`src/cdn_pkg.sv`:
```
package cdn_pkg;

    // Register location and field layout
    localparam logic [7:0] CDN_STATUS_OFFSET = 8'h84;
    localparam int CDN_FUNC_LSB = 0;
    localparam int CDN_FUNC_W = 3;
    localparam int CDN_DEV_LSB = 3;
    localparam int CDN_DEV_W = 5;
    localparam int CDN_BUS_LSB = 8;
    localparam int CDN_BUS_W = 8;

    // Reset values
    localparam logic [2:0] CDN_FUNC_RESET = 3'h0;
    localparam logic [4:0] CDN_DEV_RESET = 5'h1F;
    localparam logic [7:0] CDN_BUS_RESET = 8'hFF;

    // Address-phase fields
    localparam int CDN_AD_TYPE_LSB = 0;
    localparam logic [1:0] CDN_AD_TYPE0 = 2'h0;
    localparam int CDN_AD_FUNC_LSB = 8;
    localparam int CDN_AD_DEV_LSB = 11;

    // Bus command for a configuration write
    localparam logic [3:0] CDN_CMD_CFG_WRITE = 4'hB;

    // Address phase as seen by the capture logic
    typedef struct packed {
        logic frameStart;
        logic [3:0] command;
        logic idselHit;
        logic [31:0] address;
    } cdn_addr_phase_s;

    // Identity sent with split completions
    typedef struct packed {
        logic [7:0] busNumber;
        logic [4:0] deviceNumber;
        logic [2:0] functionNumber;
    } cdn_completer_id_s;

endpackage : cdn_pkg

```
`src/cdn_device_number_capture.sv`:
```
`timescale 1ns/1ps

////////////////////////////////////////////////////////////////////////////////
// Identity field register: reset value, optional load, otherwise holds

module cdn_field_reg
    import cdn_pkg::*;
#(
    parameter int W = 1,
    parameter logic [W-1:0] RESET_VALUE = '0
)
(
    input wire logic sys_clk,
    input wire logic rstn,
    input wire logic load,
    input wire logic [W-1:0] loadValue,
    output logic [W-1:0] value
);

    always_ff @(posedge sys_clk)
    begin
        if (!rstn)
        begin
            value <= RESET_VALUE;
        end
        else if (load)
        begin
            value <= loadValue;
        end
        else
        begin
            value <= value;
        end
    end

endmodule : cdn_field_reg

////////////////////////////////////////////////////////////////////////////////
// Device-number capture and the identity part of the status register

module cdn_device_number_capture
    import cdn_pkg::*;
(
    // Clock and reset
    input wire logic sys_clk,
    input wire logic rstn,

    // Address phase of the current bus cycle, already decoded to a strobe
    input wire cdn_addr_phase_s addrPhase,

    // Mirror of the bus number register, which lives elsewhere
    input wire logic [7:0] busNumberIn,

    // Register word and completer identity
    output logic [31:0] statusReg,
    output cdn_completer_id_s completerId
);

    ////////////////////////////////////////////////////////////////////////////
    // Address-phase fields

    wire logic [1:0] adType =
        addrPhase.address[CDN_AD_TYPE_LSB +: 2];
    wire logic [CDN_FUNC_W-1:0] adFunc =
        addrPhase.address[CDN_AD_FUNC_LSB +: CDN_FUNC_W];
    wire logic [CDN_DEV_W-1:0] adDev =
        addrPhase.address[CDN_AD_DEV_LSB +: CDN_DEV_W];

    ////////////////////////////////////////////////////////////////////////////
    // Stored identity fields

    logic [CDN_FUNC_W-1:0] functionNumber;
    logic [CDN_DEV_W-1:0] deviceNumber;
    logic [CDN_BUS_W-1:0] busNumber;

    ////////////////////////////////////////////////////////////////////////////
    // Qualification of a configuration write

    wire logic isCfgWrite =
        addrPhase.command == CDN_CMD_CFG_WRITE;
    wire logic isSelected =
        addrPhase.idselHit;
    wire logic isType0 =
        adType == CDN_AD_TYPE0;
    wire logic funcMatch =
        adFunc == functionNumber;

    // Reads and type 1 cycles fail here, so the field keeps its value
    wire logic captureHit =
        addrPhase.frameStart
        && isCfgWrite
        && isSelected
        && isType0
        && funcMatch;

    // Single-function device: the function number is never reloaded
    wire logic loadFunc = 1'b0;

    // Bus number is mirrored every cycle; writes to it are handled elsewhere
    wire logic loadBus = 1'b1;

    ////////////////////////////////////////////////////////////////////////////
    // Field registers

    cdn_field_reg
    #(
        .W(CDN_FUNC_W),
        .RESET_VALUE(CDN_FUNC_RESET)
    )
    funcField
    (
        .sys_clk(sys_clk),
        .rstn(rstn),
        .load(loadFunc),
        .loadValue(CDN_FUNC_RESET),
        .value(functionNumber)
    );

    // Loaded whichever internal register the write targets
    // A load reaches the outputs two edges after the address phase
    cdn_field_reg
    #(
        .W(CDN_DEV_W),
        .RESET_VALUE(CDN_DEV_RESET)
    )
    devField
    (
        .sys_clk(sys_clk),
        .rstn(rstn),
        .load(captureHit),
        .loadValue(adDev),
        .value(deviceNumber)
    );

    cdn_field_reg
    #(
        .W(CDN_BUS_W),
        .RESET_VALUE(CDN_BUS_RESET)
    )
    busField
    (
        .sys_clk(sys_clk),
        .rstn(rstn),
        .load(loadBus),
        .loadValue(busNumberIn),
        .value(busNumber)
    );

    ////////////////////////////////////////////////////////////////////////////
    // Identity word assembly

    function automatic cdn_completer_id_s make_id
    (
        input logic [CDN_BUS_W-1:0] bus,
        input logic [CDN_DEV_W-1:0] dev,
        input logic [CDN_FUNC_W-1:0] func
    );
        cdn_completer_id_s id;
        id.busNumber = bus;
        id.deviceNumber = dev;
        id.functionNumber = func;
        return id;
    endfunction : make_id

    // Upper half belongs to the split-transaction status, outside this block
    wire logic [15:0] upperZero = 16'h0000;

    wire cdn_completer_id_s next_completerId =
        make_id(busNumber, deviceNumber, functionNumber);
    wire cdn_completer_id_s resetCompleterId =
        make_id(CDN_BUS_RESET, CDN_DEV_RESET, CDN_FUNC_RESET);

    ////////////////////////////////////////////////////////////////////////////
    // Registered outputs, one cycle behind the fields

    always_ff @(posedge sys_clk)
    begin
        if (!rstn)
        begin
            statusReg[31:16] <= upperZero;
            statusReg[CDN_BUS_LSB +: CDN_BUS_W] <= CDN_BUS_RESET;
            statusReg[CDN_DEV_LSB +: CDN_DEV_W] <= CDN_DEV_RESET;
            statusReg[CDN_FUNC_LSB +: CDN_FUNC_W] <= CDN_FUNC_RESET;
        end
        else
        begin
            statusReg[31:16] <= upperZero;
            statusReg[CDN_BUS_LSB +: CDN_BUS_W] <= busNumber;
            statusReg[CDN_DEV_LSB +: CDN_DEV_W] <= deviceNumber;
            statusReg[CDN_FUNC_LSB +: CDN_FUNC_W] <= functionNumber;
        end
    end

    // Built from the same fields, so it never disagrees with the status word
    always_ff @(posedge sys_clk)
    begin
        if (!rstn)
        begin
            completerId <= resetCompleterId;
        end
        else
        begin
            completerId <= next_completerId;
        end
    end

endmodule : cdn_device_number_capture

```
`config.mk`:
```
export PLATFORM = sky130hd
export DESIGN_NAME = cdn_device_number_capture
export DESIGN_NICKNAME = d
export VERILOG_FILES = /design/src/cdn_pkg.sv /design/src/cdn_device_number_capture.sv
export SDC_FILE = /design/constraint.sdc
export NUM_CORES = 1
export LEC_CHECK = 0
export BUFFER_PORTS_ARGS = -buffer_cell sky130_fd_sc_hd__buf_2
export CORE_ASPECT_RATIO = 1.5
export CORE_MARGIN = 2
export CORE_UTILIZATION = 36
export DETAILED_ROUTE_END_ITERATION = 10
export GPL_TIMING_DRIVEN = 1
export HOLD_SLACK_MARGIN = 0.08
export PLACE_DENSITY = 0.78
export RECOVER_POWER = 50
export SYNTH_ARGS = -nofsm -noshare
export SYNTH_HDL_FRONTEND = slang
export SYNTH_SLANG_ARGS = --single-unit
```
`constraint.sdc`:
```
create_clock -name sys_clk -period 1.3 [get_ports sys_clk]
set_input_delay 0.195 -clock sys_clk [delete_from_list [all_inputs] [get_ports sys_clk]]
set_output_delay 0.195 -clock sys_clk [all_outputs]
set_load 0.02 [all_outputs]
```
======== Yosys cells after proc, flatten, opt, wreduce, memory -nomap -nowiden ========
Index checks and enable logic that the tools add are counted.
word-level totals
  flip-flop bits (word level) ............. 55
  input bits .............................. 48
  logic and storage cells ................. 13
cells by class
  equality and inequality tests ........... 1
  reduce and logical (&&, ||, !) cells .... 6
operators with widths
  operator            count
  $eq 4x4->1 const B  1
  $logic_and 1x1->1   4
  $logic_not 3->1     1
  $logic_not 2->1     1

======== Longest topological paths before layout ========
Gate-level depths: netlist of run 1.
  depth after elaboration ................. 5
  gate-level depth with buffers ........... 3

======== Modules after synthesis ========
A second synthesis of run 1 with hierarchy kept.
second synthesis, totals
  cells, all modules ...................... 125
  area, all modules ....................... 1308.8 um^2
by module, submodules not included
  module                      instances  cells an instance  area each (um^2)  sequential area each (um^2)
  cdn_device_number_capture   1          74                 734.5             320.3
  cdn_field_reg at busField   1          26                 285.3             160.2
  cdn_field_reg at devField   1          16                 180.2             100.1
  cdn_field_reg at funcField  1          9                  108.9             60.1

======== Least setup slack after synthesis of run 1 ========
Ideal clock, no wire load.
  path type ............................... in2reg
  from .................................... input addrPhase[1] (netlist name)
  to ...................................... register devField.value[0]
  arrival ................................. 0.909 ns
  setup slack ............................. 0.271 ns
  stages on the path ...................... 3
  buffers on the path ..................... 0
  cells stage by stage .................... nor4b_2 -> nand3_2 -> mux2_2
on the way
  word-level cells in the longest chain between the ends .. 3
RTL lines
  element                 RTL line                         text
  start: declaration      cdn_device_number_capture.sv:49  input wire cdn_addr_phase_s addrPhase,
  $logic_not 2->1         cdn_device_number_capture.sv:84  adType == CDN_AD_TYPE0;
  $logic_and 1x1->1       cdn_device_number_capture.sv:93  && isType0
  $logic_and 1x1->1       cdn_device_number_capture.sv:94  && funcMatch;
  end signal: assignment  cdn_device_number_capture.sv:28  value <= loadValue;
  end signal: assignment  cdn_device_number_capture.sv:32  value <= value;
  end: declaration        cdn_device_number_capture.sv:17  output logic [W-1:0] value
Every way passes these cells.
A chain may end at the register's enable or synchronous reset.

==> results.yml, run 1 <==
setup_path:
  cp_slowest_cell: "dfxtp_1"
  crit_end: "statusReg[14]"
  cp_cell_sequence: "clkbuf_1"
  cp.depth: 1
  worst-path-buf-inv: 1
  rrSetupSlack_ns: 0.42
  cpPeakStageDelay_ns: 0.33
  crit_required_ns: 1.11
  r2r-end: "devField.value[1]"
  reg2reg_from: "devField.value[1]"
  crit_arrival_ns: 0.83
  r2r_cells: 2
  critPathKind: "register to output pin"
  cp_max_fo: 2
  cp_top_family: "flip-flops"
  worstSetupStartpointType: "register"
  crit_path_end_kind: "output pin"
  startpoint: "completerId[14]"
logic_synthesis:
  synth-compound-area-share_pct: 0
  synthSimpleGateAreaFrac_pct: 20.5
  synth_ff_type: "dfxtp_1"
  syn_avg_cell_area_sq_um: 10.8
  yosysMostFrequentCell: "buf_4"
  synth_fa_ha_area_share_pct: 0
  synthXorXnorAreaFrac_pct: 0
  synth_largest_area_cell: "dfxtp_1"
  muxShareOfSynthArea_pct: 5.24
  synth_top_area_share_pct: 48.5
  netlist_area_sq_um: 1070
  ys_seq_area_share_pct: 48.5
  synth_cells: 99
  synthTopCellsByCount: "buf_4 (35), dfxtp_1 (26), nand2b_1 (17)"
  ys_types: 10
  synth-seq-cells: 26
  synthArstFlopShare_pct: 0
  synth_edf_count: 0
  yosysWarnings: 0
  synth_top_family_by_area: "buffers and inverters"
  synth_area_leaders: "dfxtp_1 (48%), buf_4 (24%), nand2b_1 (9.9%)"
global_route:
  antenna_found_initial: 0
  grt_usage_pct: 8.12
  grt_pass1_wl_um: 2200
  grt-ovfl-total: 0
  grt_pass1_vias: 528
  grt_max_degree: 17
final_layout:
  final_nets: 188
  fin_area_sq_um: 1250
  drive_above_1_share_pct: 41.7
  insertedDiodeCount: 0
  syn_to_final_growth_pct: 16.7
  fillers: 305
placement:
  place_hpwl_um: 1150
  place_area_sq_um: 1190
  port-buffer-count: 51
  gp_congestion: 0.610
sta:
  max-slew-margin-rel_pct: 60.3
  max_freq_ghz: 0.979
  worst_pin_slew_ns: 0.596
  rsz0062_at_grt: "no"
  setup_viol: 0
  hold_violations: 0
  finalCritPeriodShare_pct: 78.6
  period_needed_ns: 1.02
  clock_skew_ns: 0.00429
  final_max_slew_viol_count: 0
  finalSetupTns_ns: 0
routing:
  postRouteAntennaNets: 0
  drt-pass1-iter-count: 4
  num_vias: 635
  drtIter0Drc: 6
  drcViolationCount: 0
  wl_per_cell_um: 7.63
  routed_wl_um: 1360
  vias_per_cell: 3.57
floorplanning:
  io_pins: 96
  die_area_sq_um: 3440
  start_util_pct: 37.2
  die_w_um: 48.6
  core_sq_um: 2880
  num_rows: 24
  die_h_um: 70.9
clock_tree:
  postCtsSetupBuffers: 0
  cts_hold_buf: 0
  cts.sinks: 26
  cts_made_buffers: 3
  cts_max_level: 1
  root_buffer: "clkbuf_8"
  ctsResizeCount: 0
  clockBufferDepth: 2
  cts_tree: "yes"
  clk_pin_slew_ns: 0.08
  worstSkewPairLatency_ns: 0.27
power_and_ir_drop:
  p_switching_uw: 351
  ir_drop_v: 0.000558
  clkPwrFrac_pct: 39.2
  sw_frac_of_total_pct: 21.4
  p_per_area_nw_per_um2: 1310
  p_leak_nw: 0.560
  pwr-share-seq_pct: 50.2
  p_int_mw: 1.29
  pwr-share-comb_pct: 10.6
outcome:
  status: "finished clean"
hold_path:
  min_path_type: "primary input to register"
flow_run:
  max_cap_viol_count: 0
power by group through the flow:
stage	clock network, mW	logic (mW)	registers, mW
global route	0.687	0.187	0.828
detailed placement	0	0.176	0.843
global placement	0	0.174	0.843
floorplan	0	0.166	0.856
finish	0.644	0.173	0.824
CTS	0.662	0.176	0.825
cells in the final DEF, fill, tap and decap left out:
cell,instances
buf_2,46
dfxtp_1,26
conb_1,22
nand2b_1,17
or2b_1,9
clkbuf_1,6
mux2_2,5
clkbuf_8,3
nor4b_2,2
and3_1,1
nand3_2,1
bufinv_16,1
through the flow:
stage | hold WS [ns] | util [%] | setup slack, ns | instances | power, mW
final | 0.100 | 43.4 | 0.279 | 178 | 1.64
after floorplan | 0.284 | - | 0.271 | 120 | 1.02
after detailed placement | 0.381 | 41.3 | 0.0858 | 174 | 1.02
after global placement | 0.375 | 41.3 | 0.0972 | 174 | 1.02
after CTS | 0.0984 | 43.8 | 0.327 | 178 | 1.66
after global routing | 0.0948 | 43.4 | 0.244 | 178 | 1.70
registers in the layout (all words and copies together) (netlist names):
register	cells
completerId	12
busField.value	8
devField.value	5
statusReg	1
how the worst min path moves through the flow:
stage,start,to,cells after the start
floorplan,rstn,completerId[5],1
global placement,busNumberIn[6],busField.value[6],2
detailed placement,busNumberIn[3],busField.value[3],2
CTS,busNumberIn[3],busField.value[3],2
global route,busNumberIn[5],busField.value[5],2
finish,busNumberIn[1],busField.value[1],2
cells by family after synthesis:
kind of cell,Yosys count
buf+inv,37
flops,26
mux,5
other cells,1
simple gates,30
routing by layer:
metal  vias to the layer above  GRT usage, %  routed length (um)
met2                        43          12.5                 639
met4                         0          6.67                  22
met5                         -             0                   0
met1                       263          9.99                 552
li1                        327             -                   -
met3                         2          1.27                 145
final cells by class:
class | count | area [sq um] | area share [%]
flip-flops and latches | 26 | 520 | 41.6
multi-input cells | 57 | 359 | 28.7
repair buffers | 52 | 253 | 20.2
well taps | 39 | 48.8 | 3.90
clock buffers | 3 | 41.3 | 3.30
clock inverters | 1 | 30.0 | 2.40
Power figures use the tool's default switching activity.
==> run 2: changes to the inputs <==
- clock period: 1.3 -> 1 ns (I/O delays scaled with it)
==> results.yml, run 2 (same netlist as run 1, synthesis figures left out) <==
final_layout:
  fin_cells: 186
  insertedDiodeCount: 0
  final_common_cell: "buf_2"
  largest_reg_flops: 12
  top_regs: "completerId: 12 flops, busField.value: 8 flops, devField.value: 5 flops"
  fin_area_sq_um: 1320
  drive_above_1_share_pct: 43.5
  regMostFlops: "completerId"
  final_nets: 196
  syn_to_final_growth_pct: 23.3
  final_cell_mix: "buf_2 (46), dfxtp_1 (26), conb_1 (22)"
sta:
  clock_skew_ns: 0.000787
  finalCritPeriodShare_pct: 91.0
  period_needed_ns: 0.910
  layout_setup_ws_ns: 0.0904
  final_max_slew_viol_count: 0
  rsz0062_at_grt: "no"
  hold_violations: 0
  setup_viol: 0
  max_freq_ghz: 1.10
power_and_ir_drop:
  ir_drop_v: 0.000848
  p_leak_nw: 0.601
  p_per_area_nw_per_um2: 1480
placement:
  place_inst: 174
  port-buffer-count: 51
  place_area_sq_um: 1190
  place_hpwl_um: 1190
  pre_cts_ws_ns: -0.176
  gp_congestion: 0.639
setup_path:
  crit_path_end_kind: "output pin"
  cp_slowest_cell: "dfxtp_1"
  crit_arrival_ns: 0.76
  cp_top_family: "flip-flops"
  cpPeakStageDelay_ns: 0.34
  crit_required_ns: 0.85
  cp_cell_sequence: "buf_2"
  critPathKind: "register to output pin"
  cp_max_fo: 2
  worstSetupStartpointType: "register"
  worst-path-buf-inv: 1
clock_tree:
  cts_made_buffers: 3
  ctsResizeCount: 0
  worstSkewPairLatency_ns: 0.26
  cts_max_level: 1
  clockBufferDepth: 2
  clk_pin_slew_ns: 0.08
  root_buffer: "clkbuf_8"
  cts.sinks: 26
  postCtsSetupBuffers: 0
  cts_tree: "yes"
routing:
  routed_wl_um: 1450
  drtIter0Drc: 6
  vias_per_cell: 3.60
  postRouteAntennaNets: 0
  drt-pass1-iter-count: 3
  drcViolationCount: 0
  num_vias: 669
  wl_per_cell_um: 7.80
global_route:
  antenna_found_initial: 0
  grt_usage_pct: 8.30
  grt-ovfl-total: 0
  grt_pass1_vias: 549
  grt_pass1_wl_um: 2280
  grt_max_degree: 17
hold_path:
  min_path_type: "primary input to register"
floorplanning:
  num_rows: 24
  die_area_sq_um: 3440
  core_sq_um: 2880
  die_w_um: 48.6
  die_h_um: 70.9
  start_util_pct: 37.2
  io_pins: 96
outcome:
  status: "finished clean"
flow_run:
  max_cap_viol_count: 0
==> run 2: layout make-up <==
class | instances | area [sq um]
clock buffers | 4 | 55.1
repair buffers | 60 | 340
multi-input cells | 57 | 359
fillers | 277 | 1560
well taps | 39 | 48.8
flip-flops and latches | 26 | 520
==> run 2: final timing paths <==
kind	slack (ns)	from	depth (start not counted)	end
worst min register to register	0.41	busField.value[6]	1	completerId[14]
worst max-delay path	0.09	completerId[12]	1	statusReg[12]
worst min-delay path	0.17	rstn	2	completerId[5]
worst max register to register	0.11	devField.value[1]	2	devField.value[1]
==> run 2: timing repair <==
item                                   CTS  global route
setup endpoints to repair                0             0
endpoints found under the hold margin    8             0
hold buffers                             8             0
==> run 2: where the power goes <==
| group | leakage, nW | total, mW | switching [mW] | internal (mW) |
|---|---|---|---|---|
| sequential | 0.214 | 1.07 | 0.00785 | 1.06 |
| clock | 0.0288 | 0.637 | 0.286 | 0.351 |
| combinational | 0.358 | 0.251 | 0.152 | 0.0990 |
| total | 0.601 | 1.96 | 0.446 | 1.51 |
==> run 2: per-stage QoR <==
step / utilization, % / power (mW) / setup TNS (ns) / hold slack [ns]
2_1_floorplan: - / 1.33 / 0 / 0.239
3_3_place_gp: 41.3 / 1.32 / -0.759 / 0.330
3_5_place_dp: 41.3 / 1.33 / -0.874 / 0.337
4_1_cts: 46.0 / 1.98 / 0 / 0.168
5_1_grt: 45.9 / 2.04 / 0 / 0.190
6_report: 45.9 / 1.96 / 0 / 0.170
==> run 2: routing by layer <==
layer  GRT usage, %  vias up  wire (um)
met5              0        -          0
met3           1.69        2        160
met2           14.5       43        730
li1               -      344          -
met1           9.35      280        544
met4           4.76        0         15
